**config.mk**
```make
export PLATFORM = sky130hd
export DESIGN_NAME = ccc_core
export DESIGN_NICKNAME = d
export VERILOG_FILES = /design/src/logic/ccc_pkg.sv /design/src/logic/ccc_timebase.sv /design/src/logic/ccc_dur_counter.sv /design/src/logic/ccc_core.sv
export VERILOG_INCLUDE_DIRS = /design/src /design/src/logic
export SDC_FILE = /design/constraint.sdc
export NUM_CORES = 2
export LEC_CHECK = 0
export BUFFER_PORTS_ARGS = -buffer_cell sky130_fd_sc_hd__buf_2
export CAP_MARGIN = 15
export CORE_MARGIN = 8
export CORE_UTILIZATION = 25
export CTS_CLUSTER_SIZE = 28
export DETAILED_ROUTE_END_ITERATION = 10
export GPL_ROUTABILITY_DRIVEN = 0
export PLACE_DENSITY = 0.38
export SETUP_SLACK_MARGIN = 0.5
export SYNTH_ARGS = -nofsm -noshare
export SYNTH_HDL_FRONTEND = slang
export SYNTH_SLANG_ARGS = --single-unit
```
**constraint.sdc**
```tcl
create_clock -name core_clk -period 88.9 [get_ports core_clk]
set_input_delay 4.445 -clock core_clk [delete_from_list [all_inputs] [get_ports core_clk]]
set_output_delay 4.445 -clock core_clk [all_outputs]
set_load 0.05 [all_outputs]
```
**src/logic/ccc_cfg.svh**
```systemverilog
// Offsets, field positions, reset values and timing figures of the counter core
`ifndef CCC_CFG_SVH
`define CCC_CFG_SVH

`define CCC_ADDR_OFFSET 7'h73
`define CCC_ADDR_TEMP_CLR 7'h74
`define CCC_ADDR_MODE 7'h75
`define CCC_ADDR_CTC_LO 7'h76
`define CCC_ADDR_CTC_HI 7'h77
`define CCC_ADDR_DTC_LO 7'h78
`define CCC_ADDR_DTC_HI 7'h79
`define CCC_ADDR_SCR_LO 7'h7A
`define CCC_ADDR_SCR_HI 7'h7B
`define CCC_ADDR_CCR_LO 7'h7C
`define CCC_ADDR_CCR_HI 7'h7D
`define CCC_ADDR_DCR_LO 7'h7E
`define CCC_ADDR_DCR_HI 7'h7F
`define CCC_RAM_WORDS 115

`define CCC_CMD_WRITE_BIT 7
`define CCC_MODE_RESET 8'h0E
`define CCC_WAKE_BASE_UV 3840

`define CCC_CLK_MHZ 40
`define CCC_UNIT_TICK_US 878900
`define CCC_UNIT_TICK_CYC (`CCC_UNIT_TICK_US * `CCC_CLK_MHZ)
`define CCC_LINE_LOW_MS 10000
`define CCC_LINE_LOW_CYC (`CCC_LINE_LOW_MS * 1000 * `CCC_CLK_MHZ)
`define CCC_TICKS_PER_HOUR 4096
`define CCC_SD_FAST_TICKS 256
`define CCC_SLOW_DIV 256

`endif

```
**src/logic/ccc_pkg.sv**
```systemverilog
// Types shared by the coulomb counter core modules
package ccc_pkg;

    typedef struct packed {
        logic step;
        logic charge;
        logic [15:0] mag_uv;
    } ccc_sense_t;

    typedef struct packed {
        logic override_low;
        logic cal_en;
        logic chg_roll;
        logic dis_roll;
        logic [2:0] wake_code;
        logic zero;
    } ccc_mode_t;

    typedef struct packed {
        logic charge_duration_counter;
        logic discharge_duration_counter;
        logic self_discharge_accumulator;
        logic charge_accumulator;
        logic discharge_accumulator;
    } ccc_clr_t;

    typedef enum logic [1:0] {
        CCC_RX_CMD = 2'b01,
        CCC_RX_DATA = 2'b10
    } ccc_rx_t;

    typedef struct packed {
        logic [31:0] cnt;
        logic tick;
    } ccc_tb_state_t;

    typedef struct packed {
        logic [15:0] count;
        logic [7:0] sub;
        logic roll;
    } ccc_dur_state_t;

endpackage : ccc_pkg

```
**src/logic/ccc_timebase.sv**
```systemverilog
// Unit tick generator: one pulse per 0.8789 s while running
`timescale 1ns/1ps
`include "ccc_cfg.svh"
module ccc_timebase import ccc_pkg::*; #(
    parameter int PERIOD_CYC = `CCC_UNIT_TICK_CYC
) (
    input wire logic core_clk,
    input wire logic resetn,
    input wire logic run,
    output logic tick
);
    ccc_tb_state_t st_ff, nxt_st;

    always_comb begin
        nxt_st = st_ff;
        nxt_st.tick = 1'b0;
        // Phase is held while stopped so a sleep does not lose a partial period
        if (run) begin
            if (st_ff.cnt == 32'(PERIOD_CYC - 1)) begin
                nxt_st.cnt = '0;
                nxt_st.tick = 1'b1;
            end else begin
                nxt_st.cnt = st_ff.cnt + 32'h1;
            end
        end
    end

    always_ff @(posedge core_clk) begin
        if (!resetn) begin
            st_ff <= '0;
        end else begin
            st_ff <= nxt_st;
        end
    end

    assign tick = st_ff.tick;

    property p_tick_spacing;
        @(posedge core_clk) disable iff (!resetn)
        st_ff.tick |-> $past(st_ff.cnt) == 32'(PERIOD_CYC - 1) && st_ff.cnt == '0;
    endproperty
    a_tick_spacing: assert property (p_tick_spacing) else $error("unit tick off period");
endmodule : ccc_timebase

```
**src/logic/ccc_dur_counter.sv**
```systemverilog
// 16-bit duration counter with rollover flag and slowed rate
`timescale 1ns/1ps
`include "ccc_cfg.svh"
module ccc_dur_counter import ccc_pkg::*; (
    input wire logic core_clk,
    input wire logic resetn,
    input wire logic tick,
    input wire logic active,
    input wire logic clear,
    output logic [15:0] count,
    output logic roll
);
    ccc_dur_state_t st_ff, nxt_st;
    logic step;

    always_comb begin
        nxt_st = st_ff;
        step = 1'b0;
        if (tick && active) begin
            // Slowed mode takes one count per 256 ticks, i.e. per 225 s
            if (st_ff.roll) begin
                nxt_st.sub = st_ff.sub + 8'h01;
                step = st_ff.sub == 8'(`CCC_SLOW_DIV - 1);
            end else begin
                step = 1'b1;
            end
        end
        if (clear) begin
            nxt_st = '0;
        end else if (step) begin
            nxt_st.count = st_ff.count + 16'h0001;
            if (st_ff.count == 16'hFFFF) begin
                // A second wrap drops the flag again
                nxt_st.roll = ~st_ff.roll;
                nxt_st.sub = '0;
            end
        end
    end

    always_ff @(posedge core_clk) begin
        if (!resetn) begin
            st_ff <= '0;
        end else begin
            st_ff <= nxt_st;
        end
    end

    assign count = st_ff.count;
    assign roll = st_ff.roll;

    property p_wrap_flag;
        @(posedge core_clk) disable iff (!resetn)
        (!clear && tick && active && !st_ff.roll && st_ff.count == 16'hFFFF)
            |=> st_ff.roll && st_ff.count == 16'h0000;
    endproperty
    a_wrap_flag: assert property (p_wrap_flag) else $error("rollover flag not set");

    property p_clear_default;
        @(posedge core_clk) disable iff (!resetn)
        clear |=> !st_ff.roll && st_ff.count == 16'h0000 && st_ff.sub == 8'h00;
    endproperty
    a_clear_default: assert property (p_clear_default) else $error("clear left flag");

    property p_slow_rate;
        @(posedge core_clk) disable iff (!resetn)
        (!clear && tick && active && st_ff.roll && st_ff.sub != 8'hFF)
            |=> $stable(st_ff.count);
    endproperty
    a_slow_rate: assert property (p_slow_rate) else $error("slow counter ran fast");
endmodule : ccc_dur_counter

```
**src/logic/ccc_core.sv**
```systemverilog
// Coulomb counter core: accumulators, duration timers, sleep, calibration, register map
//
// Operation
// Discharge polarity steps discharge accumulator
// Discharge timer ticks every 0.8789 s
// Charge polarity steps charge accumulator
// Charge timer ticks; discharge timer idles
// Timer wrap sets flag, rate drops 256x; here a second wrap clears the flag again
// Flagged timer counts once per 225 s
// Above threshold, line high: run, wake low
// Below threshold, line low 10 s: sleep
// Self-discharge rate doubles per 10 degrees
// 3-bit temperature code, x1/8 to x16
// Offset register holds signed 8-bit offset
// Below threshold, wake pin released
// Reset loads mode register with 0Eh
// Threshold is 3.84 mV over code
// Clear bits zero pair, self-return
// Timer clear drops flag, default rate
// Calibration bit arms offset calibration
// One quiet hour latches offset, clears bit
// Top 13 bytes control, rest user storage
// Command byte: bit 7 write, 7-bit address
// Broken conditions restart calibration
// Override skips line-low need, self-clears
// Host clears accumulators before they wrap
// Mode bit 0 reads zero, high byte odd
`timescale 1ns/1ps
`include "ccc_cfg.svh"
module ccc_core import ccc_pkg::*; #(
    parameter int UNIT_TICK_CYC = `CCC_UNIT_TICK_CYC,
    parameter int LINE_LOW_CYC = `CCC_LINE_LOW_CYC,
    parameter int CAL_TICKS = `CCC_TICKS_PER_HOUR,
    parameter int SD_FAST_TICKS = `CCC_SD_FAST_TICKS
) (
    input wire logic core_clk,
    input wire logic resetn,
    input wire ccc_sense_t sense,
    input wire logic [2:0] temperature_code,
    input wire logic single_wire_line,
    input wire logic rx_valid,
    input wire logic [7:0] rx_byte,
    output logic tx_valid_ff,
    output logic [7:0] tx_byte_ff,
    output logic wake_pull_low_ff,
    output logic asleep_ff
);
    typedef struct packed {
        logic [`CCC_RAM_WORDS-1:0][7:0] ram;
        logic [7:0] offset_value;
        ccc_mode_t mode;
        ccc_clr_t clr;
        logic [15:0] dacc;
        logic [15:0] cacc;
        logic [15:0] sacc;
        logic [15:0] sd_sub;
        logic [31:0] low_cnt;
        logic asleep;
        logic [15:0] cal_cnt;
        logic signed [15:0] cal_net;
        ccc_rx_t rx;
        logic [6:0] wr_addr;
        logic tx_valid;
        logic [7:0] tx_byte;
        logic wake;
    } ccc_core_state_t;

    ccc_core_state_t st_ff, nxt_st;
    logic tick;
    logic above;
    logic low_reached;
    logic cal_ok;
    logic dur_run;
    logic [15:0] ctc_count;
    logic [15:0] dtc_count;
    logic ctc_roll;
    logic dtc_roll;

    // Code 0 is invalid; it gives a threshold no signal can exceed
    function automatic logic [15:0] wake_threshold_voltage(input logic [2:0] code);
        if (code == 3'h0) begin
            return 16'hFFFF;
        end
        return 16'(`CCC_WAKE_BASE_UV / int'(code));
    endfunction : wake_threshold_voltage

    // Ticks per self-discharge count: 256 at code 7 up to 32768 at code 0
    function automatic logic [15:0] sd_period(input logic [2:0] code);
        return 16'(SD_FAST_TICKS << (3'h7 - code));
    endfunction : sd_period

    function automatic logic [7:0] read_reg(input ccc_core_state_t s, input logic [6:0] a,
                                            input logic [2:0] temp, input logic [15:0] charge_duration_counter,
                                            input logic [15:0] discharge_duration_counter, input logic cr,
                                            input logic dr);
        logic [7:0] d;
        d = 8'h00;
        unique case (a)
            `CCC_ADDR_OFFSET: d = s.offset_value;
            `CCC_ADDR_TEMP_CLR: d = {temp, s.clr};
            `CCC_ADDR_MODE: d = {s.mode.override_low, s.mode.cal_en, cr, dr,
                                 s.mode.wake_code, 1'b0};
            `CCC_ADDR_CTC_LO: d = charge_duration_counter[7:0];
            `CCC_ADDR_CTC_HI: d = charge_duration_counter[15:8];
            `CCC_ADDR_DTC_LO: d = discharge_duration_counter[7:0];
            `CCC_ADDR_DTC_HI: d = discharge_duration_counter[15:8];
            `CCC_ADDR_SCR_LO: d = s.sacc[7:0];
            `CCC_ADDR_SCR_HI: d = s.sacc[15:8];
            `CCC_ADDR_CCR_LO: d = s.cacc[7:0];
            `CCC_ADDR_CCR_HI: d = s.cacc[15:8];
            `CCC_ADDR_DCR_LO: d = s.dacc[7:0];
            `CCC_ADDR_DCR_HI: d = s.dacc[15:8];
            default: d = s.ram[a];
        endcase
        return d;
    endfunction : read_reg

    assign above = sense.mag_uv > wake_threshold_voltage(st_ff.mode.wake_code);
    assign low_reached = st_ff.low_cnt == 32'(LINE_LOW_CYC);
    assign cal_ok = st_ff.mode.cal_en && !above
                    && (low_reached || st_ff.mode.override_low);
    assign dur_run = !st_ff.asleep && sense.mag_uv != 16'h0000;

    // Timebase keeps running through a calibration hour even while asleep
    ccc_timebase #(
        .PERIOD_CYC(UNIT_TICK_CYC)
    ) u_timebase (
        .core_clk(core_clk),
        .resetn(resetn),
        .run(!st_ff.asleep || cal_ok),
        .tick(tick)
    );

    ccc_dur_counter u_charge_duration_counter (
        .core_clk(core_clk),
        .resetn(resetn),
        .tick(tick),
        .active(dur_run && sense.charge),
        .clear(st_ff.clr.charge_duration_counter),
        .count(ctc_count),
        .roll(ctc_roll)
    );

    ccc_dur_counter u_discharge_duration_counter (
        .core_clk(core_clk),
        .resetn(resetn),
        .tick(tick),
        .active(dur_run && !sense.charge),
        .clear(st_ff.clr.discharge_duration_counter),
        .count(dtc_count),
        .roll(dtc_roll)
    );

    always_comb begin
        nxt_st = st_ff;
        nxt_st.tx_valid = 1'b0;
        nxt_st.mode.chg_roll = ctc_roll;
        nxt_st.mode.dis_roll = dtc_roll;
        nxt_st.mode.zero = 1'b0;
        nxt_st.wake = above;

        // Line-low timer saturates at the sleep limit
        if (single_wire_line) begin
            nxt_st.low_cnt = '0;
        end else if (!low_reached) begin
            nxt_st.low_cnt = st_ff.low_cnt + 32'h1;
        end

        if (single_wire_line) begin
            nxt_st.asleep = 1'b0;
        end else if (low_reached && !above) begin
            nxt_st.asleep = 1'b1;
        end

        if (!st_ff.asleep && sense.step) begin
            if (sense.charge) begin
                nxt_st.cacc = st_ff.cacc + 16'h0001;
            end else begin
                nxt_st.dacc = st_ff.dacc + 16'h0001;
            end
        end

        if (!st_ff.asleep && tick) begin
            if (st_ff.sd_sub + 16'h0001 >= sd_period(temperature_code)) begin
                nxt_st.sd_sub = '0;
                nxt_st.sacc = st_ff.sacc + 16'h0001;
            end else begin
                nxt_st.sd_sub = st_ff.sd_sub + 16'h0001;
            end
        end

        // Calibration integrates signed sense steps over one hour of ticks
        if (!cal_ok) begin
            nxt_st.cal_cnt = '0;
            nxt_st.cal_net = '0;
        end else begin
            if (sense.step) begin
                nxt_st.cal_net = sense.charge ? st_ff.cal_net + 16'sd1
                                              : st_ff.cal_net - 16'sd1;
            end
            if (tick) begin
                if (st_ff.cal_cnt == 16'(CAL_TICKS - 1)) begin
                    // Saturate so a large offset keeps its sign
                    if (st_ff.cal_net > 16'sd127) begin
                        nxt_st.offset_value = 8'h7F;
                    end else if (st_ff.cal_net < -16'sd128) begin
                        nxt_st.offset_value = 8'h80;
                    end else begin
                        nxt_st.offset_value = st_ff.cal_net[7:0];
                    end
                    nxt_st.mode.cal_en = 1'b0;
                    nxt_st.mode.override_low = 1'b0;
                    nxt_st.cal_cnt = '0;
                    nxt_st.cal_net = '0;
                end else begin
                    nxt_st.cal_cnt = st_ff.cal_cnt + 16'h0001;
                end
            end
        end

        // Pending clears act for one cycle then return to zero
        if (st_ff.clr.discharge_accumulator) begin
            nxt_st.dacc = '0;
        end
        if (st_ff.clr.charge_accumulator) begin
            nxt_st.cacc = '0;
        end
        if (st_ff.clr.self_discharge_accumulator) begin
            nxt_st.sacc = '0;
            nxt_st.sd_sub = '0;
        end
        nxt_st.clr = '0;

        // Register access only while the core is awake
        if (rx_valid && !st_ff.asleep) begin
            unique case (st_ff.rx)
                CCC_RX_CMD: begin
                    if (rx_byte[`CCC_CMD_WRITE_BIT]) begin
                        nxt_st.rx = CCC_RX_DATA;
                        nxt_st.wr_addr = rx_byte[6:0];
                    end else begin
                        nxt_st.tx_valid = 1'b1;
                        nxt_st.tx_byte = read_reg(st_ff, rx_byte[6:0], temperature_code,
                                                  ctc_count, dtc_count, ctc_roll, dtc_roll);
                    end
                end
                CCC_RX_DATA: begin
                    nxt_st.rx = CCC_RX_CMD;
                    unique case (st_ff.wr_addr)
                        `CCC_ADDR_OFFSET: nxt_st.offset_value = rx_byte;
                        `CCC_ADDR_TEMP_CLR: nxt_st.clr = rx_byte[4:0];
                        `CCC_ADDR_MODE: begin
                            // Rollover flags stay hardware owned
                            nxt_st.mode.override_low = rx_byte[7];
                            nxt_st.mode.cal_en = rx_byte[6];
                            nxt_st.mode.wake_code = rx_byte[3:1];
                        end
                        `CCC_ADDR_CTC_LO, `CCC_ADDR_CTC_HI, `CCC_ADDR_DTC_LO,
                        `CCC_ADDR_DTC_HI, `CCC_ADDR_SCR_LO, `CCC_ADDR_SCR_HI,
                        `CCC_ADDR_CCR_LO, `CCC_ADDR_CCR_HI, `CCC_ADDR_DCR_LO,
                        `CCC_ADDR_DCR_HI: begin
                        end
                        default: nxt_st.ram[st_ff.wr_addr] = rx_byte;
                    endcase
                end
            endcase
        end
    end

    always_ff @(posedge core_clk) begin
        if (!resetn) begin
            st_ff <= '0;
            st_ff.mode <= `CCC_MODE_RESET;
            st_ff.rx <= CCC_RX_CMD;
        end else begin
            st_ff <= nxt_st;
        end
    end

    assign tx_valid_ff = st_ff.tx_valid;
    assign tx_byte_ff = st_ff.tx_byte;
    assign wake_pull_low_ff = st_ff.wake;
    assign asleep_ff = st_ff.asleep;

    property p_discharge_step;
        @(posedge core_clk) disable iff (!resetn)
        (!st_ff.asleep && sense.step && !sense.charge && !st_ff.clr.discharge_accumulator)
            |=> st_ff.dacc == $past(st_ff.dacc) + 16'h0001;
    endproperty
    a_discharge_step: assert property (p_discharge_step) else $error("discharge missed");

    property p_charge_step;
        @(posedge core_clk) disable iff (!resetn)
        (!st_ff.asleep && sense.step && sense.charge && !st_ff.clr.charge_accumulator && !st_ff.clr.discharge_accumulator)
            |=> st_ff.cacc == $past(st_ff.cacc) + 16'h0001 && $stable(st_ff.dacc);
    endproperty
    a_charge_step: assert property (p_charge_step) else $error("charge missed");

    property p_wake_follows;
        @(posedge core_clk) disable iff (!resetn)
        above |=> wake_pull_low_ff;
    endproperty
    a_wake_follows: assert property (p_wake_follows) else $error("wake not driven");

    property p_wake_release;
        @(posedge core_clk) disable iff (!resetn)
        !above |=> !wake_pull_low_ff;
    endproperty
    a_wake_release: assert property (p_wake_release) else $error("wake not released");

    property p_enter_sleep;
        @(posedge core_clk) disable iff (!resetn)
        (low_reached && !above && !single_wire_line) |=> st_ff.asleep;
    endproperty
    a_enter_sleep: assert property (p_enter_sleep) else $error("sleep not entered");

    property p_sleep_frozen;
        @(posedge core_clk) disable iff (!resetn)
        (st_ff.asleep && !st_ff.clr.discharge_accumulator && !st_ff.clr.charge_accumulator) |=> $stable(st_ff.dacc)
            && $stable(st_ff.cacc);
    endproperty
    a_sleep_frozen: assert property (p_sleep_frozen) else $error("counted in sleep");

    property p_clear_pair;
        @(posedge core_clk) disable iff (!resetn)
        st_ff.clr.discharge_accumulator |=> st_ff.dacc == 16'h0000 && !st_ff.clr.discharge_accumulator;
    endproperty
    a_clear_pair: assert property (p_clear_pair) else $error("clear did not zero");

    property p_mode_bit0;
        @(posedge core_clk) disable iff (!resetn)
        (rx_valid && !st_ff.asleep && st_ff.rx == CCC_RX_CMD
            && rx_byte == {1'b0, `CCC_ADDR_MODE}) |=> tx_valid_ff && !tx_byte_ff[0];
    endproperty
    a_mode_bit0: assert property (p_mode_bit0) else $error("mode bit 0 set");

    property p_cal_done;
        @(posedge core_clk) disable iff (!resetn)
        (cal_ok && tick && st_ff.cal_cnt == 16'(CAL_TICKS - 1))
            |=> !st_ff.mode.cal_en && !st_ff.mode.override_low;
    endproperty
    a_cal_done: assert property (p_cal_done) else $error("calibration not closed");

    property p_cal_restart;
        @(posedge core_clk) disable iff (!resetn)
        !cal_ok |=> st_ff.cal_cnt == 16'h0000;
    endproperty
    a_cal_restart: assert property (p_cal_restart) else $error("calibration kept");
endmodule : ccc_core

```
Word level (Yosys, flattened, before mapping)
Index checks and enable logic that the tools add are counted.

word-level totals
  register bits = 1,169
  input port bits = 33
  output and inout bits = 11
  logic and storage cells = 291

cells by class
  $add $sub $neg = 14
  divide/modulo/power cells = 1
  magnitude comparators = 7
  eq/ne operators = 36
  shift operators = 1
  mux-type cells = 41
  bitwise logic cells = 6
  reductions and logical operators = 40

operators with widths
  cell                                                                               number
  920-bit bitwise mux                                                                1
  7-bit == test (second input constant)                                              26
  16-bit two-way mux                                                                 8
  16-bit by 1-bit adder with 16-bit output (second input constant)                   7
  8-bit case mux with 13 select lines                                                1
  8-bit two-way mux                                                                  9
  32-bit by 1-bit adder with 32-bit output (second input constant)                   2
  8-bit binary-select mux with 7-bit select                                          1
  8-bit demux with 7-bit select                                                      1
  9-bit two-way mux                                                                  6
  10-bit two-way mux                                                                 5
  13-bit by 4-bit divider with 32-bit output (first input constant)                  1
  16-bit == test (second input constant)                                             2
  32-bit by 26-bit == test with 1-bit output (second input constant)                 1
  32-bit by 29-bit == test with 1-bit output (second input constant)                 1
  32-bit two-way mux                                                                 1
  16-bit by 2-bit adder with 16-bit output (second input constant)                   1
  8-bit by 1-bit adder with 8-bit output (second input constant)                     2
  16-bit by 12-bit == test with 1-bit output (second input constant)                 1
  8-bit == test (second input constant)                                              2
  16-bit >= comparator                                                               1
  16-bit greater-than comparator                                                     1
  16-bit by 8-bit greater-than comparator with 1-bit output (second input constant)  1
  16-bit by 8-bit < comparator with 1-bit output (second input constant)             1
  other kinds (22)                                                                   63

Depth between registers and ports, before layout
  word-level depth = 11
  gate-level depth with buffers = 300
  gate-level depth less buffers = 264

Modules after synthesis
From an unflattened synthesis, not the netlist that was laid out.

second synthesis, totals
  cells, all modules = 8,993
  area total of the unflattened synthesis = 75,274.7 µm²

by module, submodules not included
  module           times used  cells each  area each (µm²)  sequential area each (µm²)
  ccc_core         1           8,467       70,806.7         21,740.9
  ccc_dur_counter  2           164         1,368.8          500.5
  ccc_timebase     1           198         1,730.4          660.6

Worst setup path after synthesis
No wires, ideal clock.

  path kind = reg2reg
  start = register st_ff[154] in the netlist's numbering
  end = register u_timebase.st_ff[29] in the netlist's numbering
  library setup time = 0.071 ns
  data arrival time = 58.815 ns
  required time = 88.829 ns
  slack = 30.015 ns
  cell stages (with the launch flop) = 278
  path buffers = 37
  cells stage by stage = dfxtp_1 buf_4 clkbuf_1 clkbuf_1 clkbuf_1 buf_1 buf_1 clkbuf_1 buf_1 clkbuf_1 or3_1 a21oi_1 ha_1 o211ai_1 o21a_1 o32ai_2 ha_1 o21ai_1 (+242 left out) nand4_1 a221oi_1 o2111ai_1 nor4b_1 nor4b_1 nand4_1 ha_1 nand3_1 o41ai_1 o211ai_1 nand2_1 and3_1 clkbuf_1 and3_1 clkbuf_1 nand3_1 or3_1 a21oi_1

between the ends
  word-level cells in the longest chain between the ends = 8
  elaborated cells on any way between the ends = 9
  those cells by class = div (1); order compare (1); mux (2); reduce/logical (5)

ends and longest elaborated chain
  item                                                                                line                text
  start: declaration                                                                  ccc_core.sv:68      ccc_core_state_t st_ff, nxt_st;
  start signal: assignment                                                            ccc_core.sv:276     st_ff <= nxt_st;
  branches (longest 2 deep; another with 13-bit by 4-bit divider with 32-bit output)  -
  16-bit two-way mux (*)                                                              ccc_core.sv:84      return 16'(`CCC_WAKE_BASE_UV / int'(code));
  16-bit greater-than comparator (*)                                                  ccc_core.sv:118     assign above = sense.mag_uv > wake_threshold_voltage(st_ff.mode.wake_code);
  1-bit logical NOT (*)                                                               ccc_core.sv:120     assign cal_ok = st_ff.mode.cal_en && !above
  1-bit logical AND (*)                                                               ccc_core.sv:120
  1-bit logical AND (*)                                                               ccc_core.sv:121     && (low_reached || st_ff.mode.override_low);
  1-bit logical OR (*)                                                                ccc_core.sv:130     .run(!st_ff.asleep || cal_ok),
  end signal: assignment                                                              ccc_timebase.sv:32  st_ff <= nxt_st;
  end: declaration                                                                    ccc_timebase.sv:12  ccc_tb_state_t st_ff, nxt_st;

Mark *: on every way between the ends.
A chain may end at the register's enable or synchronous reset.

Worst setup path in the final report
  start = register st_ff[155] in the netlist's numbering
  end = register u_timebase.st_ff[32] in the netlist's numbering

Same word-level chain as after synthesis.

==> out/qor.yml <==
status: "finished clean"
syn_inst: 8902
path_class: "reg2reg"
r2r_cells: 251
rrSetupSlack_ns: 17.76
vias_per_cell: 5.26
synth-xor-area-share_pct: 5.28
clock-sinks: 1169
ys_types: 147
grt_pass1_vias: 65400
ys_ff_latch: 1169
cp_data_arrival_time_ns: 71.74
core-area_sq_mm: 0.297
tritoncts: "built"
rsz0062_at_grt: "false"
cp-end-kind: "register"
drive_gt1_share_pct: 10.6
fin_setup_tns_ns: 0
synth_compound_area_share_pct: 15.8
area_growth_pct: 11.8
rr_endpoint: "u_timebase.st_ff[32]"
num_io_pins: 44
hp-class: "reg2reg"
hold_buffers: 0
die_w_microns: 563
cts-root-buf: "clkbuf_16"
clock_latency_ns: 0.78
dieArea_sq_mm: 0.317
drv_slew: 0
async_flop_share_pct: 0
num_rows: 200
grt_pass1_wl_mm: 409
synth-edff-count: 0
routed_wl_mm: 266
slew_headroom_pct: 17.7
initial_core_util_pct: 25.2
min_period_ns: 71.14
cp-start-kind: "register"
ys.flop_type: "dfxtp_1"
fin_worst_skew_ns: 0.0384
fin_crit_sh_pct: 80.0
postRouteAntennaNets: 0
port_buffers: 43
cellLeakagePower_nw: 29.0
drc_errors: 0
synth_top_family_by_area: "simple AND/OR/NAND/NOR gates"
cts_made_buffers: 142
synth.avg_cell_area_sq_um: 8.39
yosys.area_share.adder_pct: 1.89
yosys_warnings: 0
path_max_fanout: 28
cts_resized: 0
htree_levels: 4
hold_violations: 0
clk_path_buf_depth: 3
crit_start: "st_ff[155]"
grtUsageTotal_pct: 16.1
vias: 66700
tightestPinTransition_ns: 1.23
ir_drop_mv: 0.127
nNetsFinal: 8774
ys_seq_area_share_pct: 31.3
grt_start_max_net_pins: 185
clk_pin_slew_worst_paths_ns: 0.06
crit_slowest_cell: "a221oi_2"
setup_viol: 0
syn-cell-area_sq_mm: 0.0747
syn_nets: 9047
antenna_found_initial: 9
cp-endpoint: "u_timebase.st_ff[32]"
synth-simple-area-share_pct: 24.9
first_iter_violations: 5126
fp.dieH_microns: 563
synth_mux_area_share_pct: 17.2
overflow: 0
cts_setup_buffers: 0
maxCapViolCount: 0
worstPathRequired_ns: 89.50
cpMostUsedCell: "ha_1"
holdWs_ns: 0.450
dpl.hpwl_mm: 182
fmax_mhz: 14.1
avgRoutedWirePerCell_microns: 21.0
firstDrtPassIters: 6
cpPeakStageDelay_ns: 0.89
r2r_start: "st_ff[155]"
power_density_mw_per_mm2: 20.4
## power breakdown
group          switching, mW  total, mW  leakage (nW)  internal [mW]
Sequential           0.00126      0.526          9.41          0.525
Combinational          0.369      0.577          17.2          0.208
Clock                  0.240      0.604          2.37          0.364
## stage by stage
step                util [%]  setup slack [ns]  instance area [sq um]  power [mW]  cells
finish                  28.1             17.76                  83500        1.71  12700
global route            28.1             11.25                  83500        1.81  12700
CTS                     28.1             18.36                  83500        1.73  12700
global placement        26.5             20.45                  78600        1.12  12400
detailed placement      26.5             18.71                  78700        1.12  12400
floorplan                  -             30.01                  74700       0.961   8902
## how the worst min path moves through the flow
stage,from,endpoint,cells after the start
after detailed placement,st_ff[636],st_ff[636],2
after CTS,st_ff[636],st_ff[636],2
after global placement,st_ff[762],st_ff[762],2
after floorplan,st_ff[1017],st_ff[1017],2
final,st_ff[768],st_ff[768],2
after global routing,st_ff[569],st_ff[569],2
## routing by layer
metal	routed length (microns)	part of all wire (%)	GRT usage [%]	vias up
li1	-	-	-	32000
met5	13	0.0049	0	-
met1	125000	47	21.9	33100
met3	9750	3.7	1.89	300
met2	126000	47	27.4	1345
met4	5420	2.0	3.47	2
## logic make-up (layout without fill, tap and decap cells)
group	count (synthesis)	count (layout)
adder cells (fa/ha/maj)	112	112
other	1	5
buffers and inverters	675	508
multiplexers	917	917
flip-flops	1169	1169
XOR/XNOR	445	445
AO/OA/AOI/OAI	1767	1767
AND/OR/NAND/NOR	3816	3816
## registers in the layout (all words and copies together), names as in the netlist
name,cells
u_timebase.st_ff,32
u_charge_duration_counter.count,16
u_discharge_duration_counter.roll,1
u_charge_duration_counter.roll,1
wake_pull_low_ff,1
asleep_ff,1
st_ff,1075
tx_byte_ff,8
u_charge_duration_counter.st_ff,8
u_discharge_duration_counter.st_ff,8
u_discharge_duration_counter.count,16
u_timebase.tick,1
tx_valid_ff,1
## placed cells by master (no fill, tap or decap), drive strengths merged, types with 106 or more instances in the layout
cell       n
nand3    646
nor2    1201
ha       111
xor2     199
xnor2    245
mux2i    585
mux4     289
o21ai    253
nand4    117
buf      168
nor4     106
clkbuf   220
nor3     148
a21oi    704
dfxtp   1169
nand2    882
## Yosys cell counts (all sizes together) (37+ instances only)
cell	number	share of area, %
nor2	1201	6.1
dfxtp	1169	31
nand2	882	4.5
a21oi	704	4.8
nand3	646	4.3
mux2i	585	7.9
clkbuf	442	2.2
mux4	289	8.7
o21ai	253	1.7
xnor2	245	2.9
xor2	199	2.3
nor3	148	1.1
buf	144	0.96
nand4	117	1.0
ha	111	1.9
nor4	106	1.1
nor2b	103	0.86
and3	100	0.84
nand2b	99	0.84
inv	89	0.45
and2	78	0.65
or3	74	0.63
a211oi	69	0.73
a21o	64	0.64
a31oi	57	0.48
or2	57	0.48
o211ai	52	0.57
or4	45	0.48
mux2	43	0.66
o31ai	43	0.50
and4	39	0.46
a22oi	38	0.38
o21a	37	0.37
## area by class of cell
cell class / count / area [sq um]
Fill cell: 31600 / 214000
Multi-Input combinational cell: 7058 / 48700
Sequential cell: 1169 / 23400
Tap cell: 3939 / 4930
Clock buffer: 219 / 4320
Timing Repair Buffer: 169 / 1270
Clock inverter: 31 / 522
Inverter: 89 / 344
Antenna cell: 4 / 10.0
## worst max-delay path: cells and delay by family (launching register included)
kind,cells,cell delay [ns]
compound gates,89,21.87
xor+xnor,1,0.15
fa+ha+maj,31,10.33
buf+inv,15,2.58
flops,1,0.34
mux,10,3.97
simple gates,105,31.54
No activity file was read; power rests on OpenSTA's default activity.
